==> src/rtl/s2cc_params.svh <==
// offsets, field positions, reset values and bus codes of the stage 2 context control block
`ifndef S2CC_PARAMS_SVH
`define S2CC_PARAMS_SVH
`define S2CC_CTRL_OFS 12'h000
`define S2CC_STAT_OFS 12'h004
`define S2CC_CMD_OFS 12'h008
`define S2CC_CTRL_RST 32'h0000_0000
`define S2CC_CTRL_WMASK 32'h0FEF_E1E1
`define S2CC_EN_BIT 0
`define S2CC_ABT_BIT 5
`define S2CC_IRQ_BIT 6
`define S2CC_STL_BIT 7
`define S2CC_HUF_BIT 8
`define S2CC_PTW_BIT 13
`define S2CC_BSU_LSB 14
`define S2CC_MT_LSB 16
`define S2CC_FB_BIT 21
`define S2CC_SH_LSB 22
`define S2CC_RA_LSB 24
`define S2CC_WA_LSB 26
`define S2CC_ST_FLT_BIT 0
`define S2CC_ST_STALL_BIT 1
`define S2CC_ST_IRQ_BIT 2
`define S2CC_CMD_RESUME_BIT 0
`define S2CC_CMD_KILL_BIT 1
`define S2CC_RESP_OKAY 2'h0
`define S2CC_RESP_SLVERR 2'h2
`endif

==> src/rtl/s2cc_pkg.sv <==
// types shared by the stage 2 context control block
`default_nettype none
package s2cc_pkg;
    // fault sequencer: running, or holding a stalled faulting transaction
    typedef enum logic {
        FS_RUN,
        FS_STALL
    } s2cc_fstate_t;
endpackage : s2cc_pkg
`default_nettype wire

==> src/rtl/s2cc_axil_slave.sv <==
// axi4-lite slave front end turning bus transfers into register strobes
`default_nettype none
`include "s2cc_params.svh"
module s2cc_axil_slave #(
    parameter int ADDR_W = 12
) (
    input wire logic aclk, // clock
    input wire logic aresetn, // sync reset, low
    input wire logic [ADDR_W-1:0] awaddr, // write address
    input wire logic awvalid, // write address valid
    output logic awready, // write address ready
    input wire logic [31:0] wdata, // write data
    input wire logic [3:0] wstrb, // byte enables
    input wire logic wvalid, // write data valid
    output logic wready, // write data ready
    output logic [1:0] bresp, // write response
    output logic bvalid, // write response valid
    input wire logic bready, // write response ready
    input wire logic [ADDR_W-1:0] araddr, // read address
    input wire logic arvalid, // read address valid
    output logic arready, // read address ready
    output logic [31:0] rdata, // read data
    output logic [1:0] rresp, // read response
    output logic rvalid, // read data valid
    input wire logic rready, // read data ready
    output logic reg_wr_en, // one-cycle write strobe
    output logic [ADDR_W-1:0] reg_wr_addr, // write address to decode
    output logic [31:0] reg_wr_data, // write data
    output logic [3:0] reg_wr_strb, // write byte enables
    input wire logic reg_wr_hit, // write address is mapped
    output logic [ADDR_W-1:0] reg_rd_addr, // read address to decode
    input wire logic [31:0] reg_rd_data, // read value
    input wire logic reg_rd_hit // read address is mapped
);
    logic aw_held_q;
    logic w_held_q;

    // address and data are taken in either order, nothing new while a response waits
    assign awready = !aw_held_q && !bvalid;
    assign wready = !w_held_q && !bvalid;
    assign reg_wr_en = aw_held_q && w_held_q && !bvalid;
    assign arready = !rvalid;
    assign reg_rd_addr = araddr;

    // write address holding
    always_ff @(posedge aclk) begin
        if (!aresetn) begin
            aw_held_q <= 1'b0;
            reg_wr_addr <= '0;
        end else if (awvalid && awready) begin
            aw_held_q <= 1'b1;
            reg_wr_addr <= awaddr;
        end else if (reg_wr_en) begin
            aw_held_q <= 1'b0;
        end
    end

    // write data holding
    always_ff @(posedge aclk) begin
        if (!aresetn) begin
            w_held_q <= 1'b0;
            reg_wr_data <= '0;
            reg_wr_strb <= '0;
        end else if (wvalid && wready) begin
            w_held_q <= 1'b1;
            reg_wr_data <= wdata;
            reg_wr_strb <= wstrb;
        end else if (reg_wr_en) begin
            w_held_q <= 1'b0;
        end
    end

    // write response, one cycle after the strobe
    always_ff @(posedge aclk) begin
        if (!aresetn) begin
            bvalid <= 1'b0;
            bresp <= `S2CC_RESP_OKAY;
        end else if (reg_wr_en) begin
            bvalid <= 1'b1;
            bresp <= reg_wr_hit ? `S2CC_RESP_OKAY : `S2CC_RESP_SLVERR;
        end else if (bready) begin
            bvalid <= 1'b0;
        end
    end

    // read data captured at the address handshake
    always_ff @(posedge aclk) begin
        if (!aresetn) begin
            rvalid <= 1'b0;
            rdata <= '0;
            rresp <= `S2CC_RESP_OKAY;
        end else if (arvalid && arready) begin
            rvalid <= 1'b1;
            rdata <= reg_rd_hit ? reg_rd_data : 32'h0000_0000;
            rresp <= reg_rd_hit ? `S2CC_RESP_OKAY : `S2CC_RESP_SLVERR;
        end else if (rready) begin
            rvalid <= 1'b0;
        end
    end
endmodule : s2cc_axil_slave
`default_nettype wire

==> src/rtl/s2cc_top.sv <==
// stage 2 context control register with its bypass, fault and barrier logic
// Function
// - translation off, write allocation hint follows write hint field; absent field reads zero.
// - translation off, read allocation hint follows read hint field; absent field reads zero.
// - translation off, shareability is the stronger of incoming shareability and share field; absent field reads zero.
// - stage 2 shareability combines with the incoming shareability, strongest wins.
// - force broadcast bit broadcasts tlb, predictor and icache maintenance from this context.
// - memory type overlay from the register only while translation is off.
// - stage 2 memory type combines with incoming memory type, strongest wins.
// - barrier domain raised to at least the barrier upgrade field.
// - without barrier upgrade support the field reads zero.
// - protected walk set: stage 1 walk into device memory raises a fault.
// - without nested translation the protected walk bit reads zero.
// - bits 12 and 11 to 9 hold nothing; they read zero here.
// - hit under fault clear: later transactions stall or terminate while fault outstanding.
// - no ordering promise between clients while a fault is outstanding.
// - fault terminates when stall select is 0, stalls when it is 1.
// - interrupt enable bit gates context fault interrupt signalling.
// - interrupt raised on fault only when enabled; enable resets to zero.
// - abort response returned for a fault only when abort enable is set.
// - fields unsupported downstream may read zero and ignore writes.
`default_nettype none
`include "s2cc_params.svh"
module s2cc_top #(
    parameter int ADDR_W = 12, // register bus address width
    parameter bit HAS_WA = 1'b1, // write hint field present
    parameter bit HAS_RA = 1'b1, // read hint field present
    parameter bit HAS_SH = 1'b1, // share field present
    parameter bit HAS_BSU = 1'b1, // barrier upgrade present
    parameter bit HAS_NESTED = 1'b1 // stage 1 then stage 2 present
) (
    input wire logic aclk, // clock, 125 mhz
    input wire logic aresetn, // sync reset, low
    input wire logic [ADDR_W-1:0] s_awaddr, // axi write address
    input wire logic s_awvalid, // axi write address valid
    output logic s_awready, // axi write address ready
    input wire logic [31:0] s_wdata, // axi write data
    input wire logic [3:0] s_wstrb, // axi byte enables
    input wire logic s_wvalid, // axi write data valid
    output logic s_wready, // axi write data ready
    output logic [1:0] s_bresp, // axi write response
    output logic s_bvalid, // axi write response valid
    input wire logic s_bready, // axi write response ready
    input wire logic [ADDR_W-1:0] s_araddr, // axi read address
    input wire logic s_arvalid, // axi read address valid
    output logic s_arready, // axi read address ready
    output logic [31:0] s_rdata, // axi read data
    output logic [1:0] s_rresp, // axi read response
    output logic s_rvalid, // axi read valid
    input wire logic s_rready, // axi read ready
    input wire logic in_valid, // client transaction valid
    output logic in_ready, // client transaction taken
    input wire logic in_write, // transaction is a write
    input wire logic in_walk, // stage 1 table walk access
    input wire logic [3:0] in_mem_type, // memory type from earlier step
    input wire logic [1:0] in_share, // shareability from earlier step
    input wire logic [3:0] xlat_mem_type, // stage 2 table memory type
    input wire logic [1:0] xlat_share, // stage 2 table shareability
    input wire logic xlat_fault, // stage 2 lookup faulted
    output logic out_valid, // downstream transaction valid
    input wire logic out_ready, // downstream ready
    output logic [3:0] out_mem_type, // final memory type
    output logic [1:0] out_share, // final shareability
    output logic [1:0] out_alloc, // final allocation hint
    output logic out_terminate, // transaction terminated
    output logic out_abort, // abort returned to client
    input wire logic barrier_valid, // client barrier
    input wire logic [1:0] barrier_domain, // requested barrier domain
    output logic barrier_out_valid, // barrier forwarded
    output logic [1:0] barrier_out_domain, // upgraded barrier domain
    input wire logic maint_valid, // maintenance operation issued
    input wire logic maint_bcast_req, // operation asks for broadcast
    output logic maint_out_valid, // maintenance forwarded
    output logic maint_out_bcast, // forwarded as broadcast
    output logic fault_irq // context fault interrupt
);
    logic [31:0] ctrl_q;
    logic [31:0] ctrl_d;
    logic [31:0] wmask;
    logic [31:0] rd_data;
    logic fault_pending_q;
    s2cc_pkg::s2cc_fstate_t fstate_q;
    logic wr_en;
    logic [ADDR_W-1:0] wr_addr;
    logic [31:0] wr_data;
    logic [3:0] wr_strb;
    logic [ADDR_W-1:0] rd_addr;
    logic wr_hit;
    logic rd_hit;
    logic en;
    logic acc;
    logic fault_now;
    logic blk_term;
    logic blk_stall;
    logic out_free;
    logic cmd_resume;
    logic cmd_kill;
    logic flt_clr;
    logic [3:0] mem_d;
    logic [1:0] share_d;
    logic [1:0] alloc_d;

    if (ADDR_W < 4 || ADDR_W > 32) begin : g_bad_addr
        $error("s2cc_top: ADDR_W must lie in 4..32");
    end

    // mapped word test, low two address bits ignored
    function automatic logic is_reg(input logic [ADDR_W-1:0] a, input logic [11:0] ofs);
        is_reg = ({a[ADDR_W-1:2], 2'b00} == ADDR_W'(ofs));
    endfunction : is_reg

    // rank of a shareability code: non, inner, outer
    function automatic logic [1:0] sh_rank(input logic [1:0] s);
        unique case (s)
            2'b01: sh_rank = 2'd2;
            2'b10: sh_rank = 2'd1;
            default: sh_rank = 2'd0;
        endcase
    endfunction : sh_rank

    // the stronger of two shareability codes
    function automatic logic [1:0] sh_comb(input logic [1:0] a, input logic [1:0] b);
        sh_comb = (sh_rank(a) >= sh_rank(b)) ? a : b;
    endfunction : sh_comb

    // the stronger of two memory types; lower codes are the more ordered kinds
    function automatic logic [3:0] mt_comb(input logic [3:0] a, input logic [3:0] b);
        mt_comb = (a < b) ? a : b;
    endfunction : mt_comb

    // device or strongly-ordered memory type
    function automatic logic is_dev(input logic [3:0] m);
        is_dev = (m[3:2] == 2'b00);
    endfunction : is_dev

    s2cc_axil_slave #(.ADDR_W(ADDR_W)) u_bus (
        .aclk(aclk),
        .aresetn(aresetn),
        .awaddr(s_awaddr),
        .awvalid(s_awvalid),
        .awready(s_awready),
        .wdata(s_wdata),
        .wstrb(s_wstrb),
        .wvalid(s_wvalid),
        .wready(s_wready),
        .bresp(s_bresp),
        .bvalid(s_bvalid),
        .bready(s_bready),
        .araddr(s_araddr),
        .arvalid(s_arvalid),
        .arready(s_arready),
        .rdata(s_rdata),
        .rresp(s_rresp),
        .rvalid(s_rvalid),
        .rready(s_rready),
        .reg_wr_en(wr_en),
        .reg_wr_addr(wr_addr),
        .reg_wr_data(wr_data),
        .reg_wr_strb(wr_strb),
        .reg_wr_hit(wr_hit),
        .reg_rd_addr(rd_addr),
        .reg_rd_data(rd_data),
        .reg_rd_hit(rd_hit)
    );

    assign wr_hit = is_reg(wr_addr, `S2CC_CTRL_OFS) || is_reg(wr_addr, `S2CC_STAT_OFS)
                    || is_reg(wr_addr, `S2CC_CMD_OFS);
    assign rd_hit = is_reg(rd_addr, `S2CC_CTRL_OFS) || is_reg(rd_addr, `S2CC_STAT_OFS)
                    || is_reg(rd_addr, `S2CC_CMD_OFS);

    // writable bits: absent features stay zero, bits 20 and 12..9 never store
    always_comb begin
        wmask = `S2CC_CTRL_WMASK;
        if (!HAS_WA) wmask[`S2CC_WA_LSB +: 2] = 2'b00;
        if (!HAS_RA) wmask[`S2CC_RA_LSB +: 2] = 2'b00;
        if (!HAS_SH) wmask[`S2CC_SH_LSB +: 2] = 2'b00;
        if (!HAS_BSU) wmask[`S2CC_BSU_LSB +: 2] = 2'b00;
        if (!HAS_NESTED) wmask[`S2CC_PTW_BIT] = 1'b0;
        ctrl_d = ctrl_q;
        for (int i = 0; i < 4; i++) begin
            if (wr_strb[i]) begin
                ctrl_d[i*8 +: 8] = (wr_data[i*8 +: 8] & wmask[i*8 +: 8])
                                   | (ctrl_q[i*8 +: 8] & ~wmask[i*8 +: 8]);
            end
        end
    end

    // control register; masked bits hold zero so reads show zero
    always_ff @(posedge aclk) begin
        if (!aresetn) begin
            ctrl_q <= `S2CC_CTRL_RST;
        end else if (wr_en && is_reg(wr_addr, `S2CC_CTRL_OFS)) begin
            ctrl_q <= ctrl_d;
        end
    end

    // register read mux, command register reads zero
    always_comb begin
        rd_data = 32'h0000_0000;
        if (is_reg(rd_addr, `S2CC_CTRL_OFS)) begin
            rd_data = ctrl_q;
        end else if (is_reg(rd_addr, `S2CC_STAT_OFS)) begin
            rd_data[`S2CC_ST_FLT_BIT] = fault_pending_q;
            rd_data[`S2CC_ST_STALL_BIT] = (fstate_q == s2cc_pkg::FS_STALL);
            rd_data[`S2CC_ST_IRQ_BIT] = fault_irq;
        end
    end

    // software strobes: status write-one-to-clear and stall commands
    assign flt_clr = wr_en && is_reg(wr_addr, `S2CC_STAT_OFS) && wr_strb[0]
                     && wr_data[`S2CC_ST_FLT_BIT];
    assign cmd_resume = wr_en && is_reg(wr_addr, `S2CC_CMD_OFS) && wr_strb[0]
                        && wr_data[`S2CC_CMD_RESUME_BIT];
    assign cmd_kill = wr_en && is_reg(wr_addr, `S2CC_CMD_OFS) && wr_strb[0]
                      && wr_data[`S2CC_CMD_KILL_BIT];

    // transaction acceptance and fault detection
    assign en = ctrl_q[`S2CC_EN_BIT];
    assign out_free = !out_valid || out_ready;
    assign fault_now = en && (xlat_fault || (ctrl_q[`S2CC_PTW_BIT] && in_walk
                       && is_dev(xlat_mem_type)));
    // clients are held per context, with no ordering promise across clients
    assign blk_stall = fault_pending_q && !ctrl_q[`S2CC_HUF_BIT]
                       && ctrl_q[`S2CC_STL_BIT];
    assign blk_term = fault_pending_q && !ctrl_q[`S2CC_HUF_BIT]
                      && !ctrl_q[`S2CC_STL_BIT];
    assign in_ready = out_free && (fstate_q == s2cc_pkg::FS_RUN) && !blk_stall;
    assign acc = in_valid && in_ready;

    // attribute selection between bypass and stage 2 paths
    always_comb begin
        if (!en) begin
            mem_d = mt_comb(in_mem_type, ctrl_q[`S2CC_MT_LSB +: 4]);
            share_d = sh_comb(in_share, ctrl_q[`S2CC_SH_LSB +: 2]);
            alloc_d = in_write ? ctrl_q[`S2CC_WA_LSB +: 2]
                               : ctrl_q[`S2CC_RA_LSB +: 2];
        end else begin
            mem_d = mt_comb(in_mem_type, xlat_mem_type);
            share_d = sh_comb(in_share, xlat_share);
            alloc_d = 2'b00;
        end
    end

    // fault sequencer
    always_ff @(posedge aclk) begin
        if (!aresetn) begin
            fstate_q <= s2cc_pkg::FS_RUN;
        end else begin
            unique case (fstate_q)
                s2cc_pkg::FS_RUN:
                    if (acc && fault_now && ctrl_q[`S2CC_STL_BIT]) begin
                        fstate_q <= s2cc_pkg::FS_STALL;
                    end
                s2cc_pkg::FS_STALL:
                    if (cmd_resume || cmd_kill) begin
                        fstate_q <= s2cc_pkg::FS_RUN;
                    end
            endcase
        end
    end

    // outstanding fault flag, a new fault wins over a clear
    always_ff @(posedge aclk) begin
        if (!aresetn) begin
            fault_pending_q <= 1'b0;
        end else if (acc && fault_now) begin
            fault_pending_q <= 1'b1;
        end else if (flt_clr) begin
            fault_pending_q <= 1'b0;
        end
    end

    // interrupt is gated by its enable
    assign fault_irq = fault_pending_q && ctrl_q[`S2CC_IRQ_BIT];

    // downstream output stage; a stalled transaction waits here unseen
    always_ff @(posedge aclk) begin
        if (!aresetn) begin
            out_valid <= 1'b0;
            out_mem_type <= 4'h0;
            out_share <= 2'h0;
            out_alloc <= 2'h0;
            out_terminate <= 1'b0;
            out_abort <= 1'b0;
        end else if (acc) begin
            out_mem_type <= mem_d;
            out_share <= share_d;
            out_alloc <= alloc_d;
            out_valid <= !(fault_now && ctrl_q[`S2CC_STL_BIT]);
            out_terminate <= fault_now || blk_term;
            out_abort <= (fault_now || blk_term) && ctrl_q[`S2CC_ABT_BIT];
        end else if (fstate_q == s2cc_pkg::FS_STALL && (cmd_resume || cmd_kill)) begin
            out_valid <= 1'b1;
            out_terminate <= cmd_kill;
            out_abort <= cmd_kill && ctrl_q[`S2CC_ABT_BIT];
        end else if (out_ready) begin
            out_valid <= 1'b0;
        end
    end

    // barrier domain upgrade, strongest of request and field
    always_ff @(posedge aclk) begin
        if (!aresetn) begin
            barrier_out_valid <= 1'b0;
            barrier_out_domain <= 2'h0;
        end else begin
            barrier_out_valid <= barrier_valid;
            if (barrier_valid) begin
                barrier_out_domain <= (barrier_domain > ctrl_q[`S2CC_BSU_LSB +: 2])
                    ? barrier_domain : ctrl_q[`S2CC_BSU_LSB +: 2];
            end
        end
    end

    // maintenance forwarding, broadcast forced by the control bit
    always_ff @(posedge aclk) begin
        if (!aresetn) begin
            maint_out_valid <= 1'b0;
            maint_out_bcast <= 1'b0;
        end else begin
            maint_out_valid <= maint_valid;
            maint_out_bcast <= maint_valid && (maint_bcast_req || ctrl_q[`S2CC_FB_BIT]);
        end
    end
endmodule : s2cc_top
`default_nettype wire

==> config.mk <==
export PLATFORM = sky130hd
export DESIGN_NAME = s2cc_top
export DESIGN_NICKNAME = d
export VERILOG_FILES = /design/src/rtl/s2cc_pkg.sv /design/src/rtl/s2cc_axil_slave.sv /design/src/rtl/s2cc_top.sv
export VERILOG_INCLUDE_DIRS = /design/src /design/src/rtl
export SDC_FILE = /design/constraint.sdc
export NUM_CORES = 1
export LEC_CHECK = 0
export BUFFER_PORTS_ARGS = -buffer_cell sky130_fd_sc_hd__buf_4
export CORE_MARGIN = 2
export CORE_UTILIZATION = 50
export DETAILED_ROUTE_END_ITERATION = 16
export GPL_TIMING_DRIVEN = 0
export PLACE_DENSITY = 0.79
export SLEW_MARGIN = 15
export SYNTH_ARGS = -nofsm -noshare
export SYNTH_HDL_FRONTEND = slang
export SYNTH_SLANG_ARGS = --single-unit
==> constraint.sdc <==
create_clock -name aclk -period 2.68 [get_ports aclk]
set_input_delay 0.268 -clock aclk [delete_from_list [all_inputs] [get_ports aclk]]
set_output_delay 0.268 -clock aclk [all_outputs]
set_load 0.005 [all_outputs]
; ---- After elaboration in Yosys (flattened, before gate mapping)
; Cells that the tools add are included.
[word_totals]
regBits = 134
inputBits = 89
[classes]
order_cmp = 5
n_eq_ne = 10
n_mux = 41
n_bitwise = 5
reduce_logical = 64
[op_table]
columns = op, n
row1 = 1-bit logical AND, 32
row2 = 32-bit two-way mux, 1
row3 = 29-bit two-way mux, 1
row4 = 2-bit two-way mux, 12
row5 = 8-bit by 5-bit OR with 8-bit output, 3
row6 = 10-bit by 1-bit equality test with 1-bit output (second input constant), 2
row7 = 10-bit by 2-bit equality test with 1-bit output (second input constant), 2
row8 = 10-bit zero test, 2
row9 = 1-bit two-way mux, 18
row10 = 4-bit two-way mux, 3
row11 = 2-bit one-hot mux with 2 select lines, 3
row12 = 2-bit nonzero test, 6
row13 = 1-bit zero test, 9
row14 = 1-bit logical OR, 9
row15 = 4-bit < comparator, 2
row16 = 4-bit by 8-bit OR with 8-bit output, 1
row17 = 2-bit AND reduction, 4
row18 = 2-bit by 1-bit equality test with 1-bit output (second input constant), 3
row19 = 2-bit equality test (second input constant), 3
row20 = 3-bit two-way mux, 2
row21 = 2-bit greater-or-equal comparator, 2
row22 = 3-bit nonzero test, 1
row23 = 2-bit > comparator, 1
row24 = 2-bit zero test, 1
row25 = 2 further kinds, 2

; ---- Depth between registers and ports, before layout
[depth]
word_depth = 10
depth_mapped = 7
mapped_depth_nobuf = 7

; ---- Cells and area by module
; A second synthesis with hierarchy kept.
[unflattened]
cells_unflattened = 667
area_unflattened_um2 = 5684.2
[by_module_without_submodules]
columns = mod, n_inst, cells_each, area_per_inst_um2
row1 = s2cc_axil_slave, 1, 399, 3359.5
row2 = s2cc_top, 1, 268, 2324.7

; ---- Worst setup path before layout
; OpenSTA, ideal clock, no wires.
[synth_timing]
kind = register to register
startpoint = register u_bus.reg_wr_addr[6]
endpoint = register ctrl_q[16]
setup_time_ps = 116
t_arrival_ps = 1743
required_ps = 2564
path_slack_ps = 821
path_stages_with_launch = 7
synth_period_minus_slack_ps = 1859
path_cell_list = dfxtp_1 -> or4_1 -> buf_2 -> nor4b_4 -> nand2_4 -> mux2i_1 -> nor2b_1
[synth_via]
elab_chain_cells = 3
[synth_lines]
columns = item, line_no
row1 = start: declaration, s2cc_axil_slave.sv:27  ; output logic [ADDR_W-1:0] reg_wr_addr,
row2 = start signal: assignment, s2cc_axil_slave.sv:52  ; reg_wr_addr <= awaddr;
row3 = 10-bit zero test, s2cc_top.sv:109  ; is_reg = ({a[ADDR_W-1:2], 2'b00} == ADDR_W'(ofs));
row4 = 1-bit logical AND, s2cc_top.sv:192  ; end else if (wr_en && is_reg(wr_addr, `S2CC_CTRL_OFS)) begin
row5 = 2-bit AND reduction (no line), --
row6 = end signal: assignment, s2cc_top.sv:191  ; ctrl_q <= `S2CC_CTRL_RST;
row7 = end signal: assignment, s2cc_top.sv:193  ; ctrl_q <= ctrl_d;
row8 = end: declaration, s2cc_top.sv:77  ; logic [31:0] ctrl_q;
; Every way passes these cells.
; A chain may end at the register's enable or synchronous reset.

; ---- Final worst setup path
[layout_timing]
startpoint = register u_bus.reg_wr_addr[6]
endpoint = register ctrl_q[21]
; The elaborated chain is that of the path after synthesis.

==> metrics <==
result of the run=completed; Crit path arrival time=2440 ps; Clock Skews=16.0 ps; library cell contributing the largest single delay on the critical path=or4_1; number of distinct library cells after synthesis=49; synthesized instance count=543; number of cells traversed by the worst hold path=2; pre-CTS setup slack=395 ps; Clk pin slew, worst setup/hold paths=100 ps; mean routed wirelength per cell=14.2 um; Most used DFF post-synth=dfxtp_1; final setup violating endpoints=0; most common cell in the synthesized netlist=nand2_1; number of slew-limit violations in the final report=0; Skew-Pair Late Insertion Delay=370 ps; clock sinks=99; first-pass GRT wire length=18.5 mm; Synth Register Bits=99; Max stage delay on crit path=540 ps; number of buffers on the longest clock path=2; maximum fanout along the worst path=7; root buf cell=clkbuf_8; synthesis warning total=0; antenna cell count=0; row count=34; overall routing resource usage=0.232; Starting Density=0.520; endpoint of the lowest-slack register-to-register path=ctrl_q[21]; hold bufs inserted after CTS=0; final critical-path required period=2160 ps; final routed wirelength across all metal layers=11.3 mm; number of enable flip-flop cells after synthesis=0; Setup TNS=0 ps; total power divided by cell area=491 mW/mm^2; via count of the first global-routing pass=3986; overall power of the completed layout=0.00287 W; average footprint of a synthesized cell=8.39 um^2; number of levels in the clock H-tree=3; pin count of the biggest net entering global routing=18; Async SR Flop Fraction=0; fraction of layout instances using a drive strength above 1=0.251; cells along the critical path=or4_1 > buf_2 > nor4b_4 > nand2_4 > mux2i_1 > nor2b_1; register area share after synthesis=0.435; vertical die dimension=99.4 um; number of gates given a new drive strength after cts=0; CP required=2960 ps; Worst R2R Path Depth=6; biggest area consumer among synthesized cells=dfxtp_1; Worst Max-Slew Pin Slew=621 ps; largest cells by area after synthesis=dfxtp_1 (44%), nand2_1 (11%), a21boi_0 (7.4%), ha_1 (3.6%), mux2i_1 (3.1%); number of buffers added by the clock tree synthesis step=9; count of buffers from port buffering=128; horizontal extent of the die=99.4 um; setup repair after global routing missed its margin=false; DPL Wire Length=8.86 mm; area fraction of the dominant cell type after synthesis=0.435; startpoint kind of the worst setup timing path=flip-flop; placeable core area=0.00876 mm^2; post-CTS setup repair buffer count=0; number of primary I/O pins=148; vias per inst=5.31; commonest cells in the synthesized netlist=nand2_1 (139), dfxtp_1 (99), a21boi_0 (45); drt pass-1 iters=5; remaining design rule violation count=0; post-route ant nets=0; maximum operating frequency=463 MHz; overflow left after global routing=0; via count of the routed design=4224; reg-to-reg setup timing slack=520 ps; post-synthesis instance area=0.00455 mm^2; worst hold start=maint_bcast_req; startpoint-to-endpoint class of the critical path=reg -> reg; hold endpoint=maint_out_bcast; full die area=0.00989 mm^2; crit share post-route=0.806; leak pwr=2.45 nW; GPL Wtd Cong=0.814; Final #Nets=785; area growth from synthesis to layout=28.2%; class of the tightest hold or removal check=in -> reg; worst rel slew slack=0.583; number of antenna violations at the first check in global routing=0; number of max-cap violations=0; CTS tree=yes; drt initial violations=185; Max VDD drop=0.000270 V; FF-to-FF Start=u_bus.reg_wr_addr[6]; crit path setup slack, layout=520 ps; Final Hold Violating Endpoints=0; endpoint class of the critical path=flip-flop
[worst max-delay path: cells and delay by family (launching register included)]
kind	cells	cell delay [ps]
multiplexers	1	210
flip-flops	1	330
buffers and inverters	1	180
AND/OR/NAND/NOR	4	1340
[logic make-up (layout without fill, tap and decap cells)]
group                      Yosys count  count (layout)  synth area share
AOI/OAI and AO/OA                  122             122             0.187
muxes                               17              17            0.0382
buffers and inverters               56             200            0.0582
other                                1               2          0.000823
DFF                                 99              99             0.435
and+or+nand+nor                    235             235             0.245
adders and majority gates           13              13            0.0357
[flip-flops by register name, summed over array words and instances (netlist names)]
name / cells
u_bus.rdata: 22
u_bus.reg_wr_data: 20
ctrl_q: 19
u_bus.reg_wr_addr: 10
out_mem_type: 4
u_bus.reg_wr_strb: 4
barrier_out_domain: 2
out_alloc: 2
out_share: 2
barrier_out_valid: 1
fault_pending_q: 1
fstate_q: 1
maint_out_bcast: 1
maint_out_valid: 1
out_abort: 1
out_terminate: 1
out_valid: 1
u_bus.aw_held_q: 1
u_bus.bresp: 1
u_bus.bvalid: 1
u_bus.rresp: 1
u_bus.rvalid: 1
u_bus.w_held_q: 1
[where the power goes]
part	total, W	internal (W)	switching (W)
sequential	0.00156	0.00152	0.0000352
clock	0.000920	0.000369	0.000550
combinational	0.000392	0.000192	0.000201
total	0.00287	0.00208	0.000786
[cells in the final DEF (no fill, tap or decap), types with 8 or more instances in the layout]
| cell type | n |
|---|---|
| nor2_1 | 11 |
| a21boi_0 | 45 |
| clkbuf_1 | 24 |
| clkbuf_8 | 10 |
| nand2b_1 | 8 |
| a21oi_1 | 25 |
| nand3_1 | 21 |
| dfxtp_1 | 99 |
| mux2i_1 | 14 |
| ha_1 | 13 |
| inv_1 | 17 |
| buf_4 | 140 |
| o21ai_0 | 15 |
| nand2_1 | 139 |
| nor2b_1 | 19 |
[metal layers]
layer / up-vias / routed length, um / GRT usage
li1: 2119 / - / -
met5: - / 0 / 0
met4: 0 / 131 / 0.0643
met2: 148 / 5240 / 0.385
met3: 11 / 875 / 0.0450
met1: 1946 / 5070 / 0.309
[per-stage QoR]
step | instances | hold WS [ps] | util | cell area (um^2)
floorplan | 544 | 378 | - | 4560
CTS | 796 | 79.2 | 0.666 | 5840
global route | 796 | 87.9 | 0.666 | 5840
global placement | 780 | 447 | 0.645 | 5650
detailed placement | 780 | 448 | 0.645 | 5650
finish | 796 | 84.2 | 0.666 | 5840
[worst max path at each step]
stage	start	slack (ps)	end
after global routing	u_bus.reg_wr_addr[6]	390	ctrl_q[19]
after detailed placement	s_araddr[9]	390	u_bus.rdata[19]
after floorplan	u_bus.reg_wr_addr[6]	820	ctrl_q[16]
after CTS	u_bus.reg_wr_addr[6]	520	ctrl_q[22]
after global placement	s_araddr[9]	450	u_bus.rdata[21]
final	u_bus.reg_wr_addr[6]	520	ctrl_q[21]
[layout make-up]
type,instances,area [um^2]
Multi-Input combinational cell,389,2310
Inverter,17,63.8
Buffer,39,201
Tap cell,108,135
Clock buffer,10,138
Sequential cell,99,1980
Clock inverter,6,48.8
Fill cell,728,2920
Timing Repair Buffer,128,961
(Power assumes the default switching activity.)
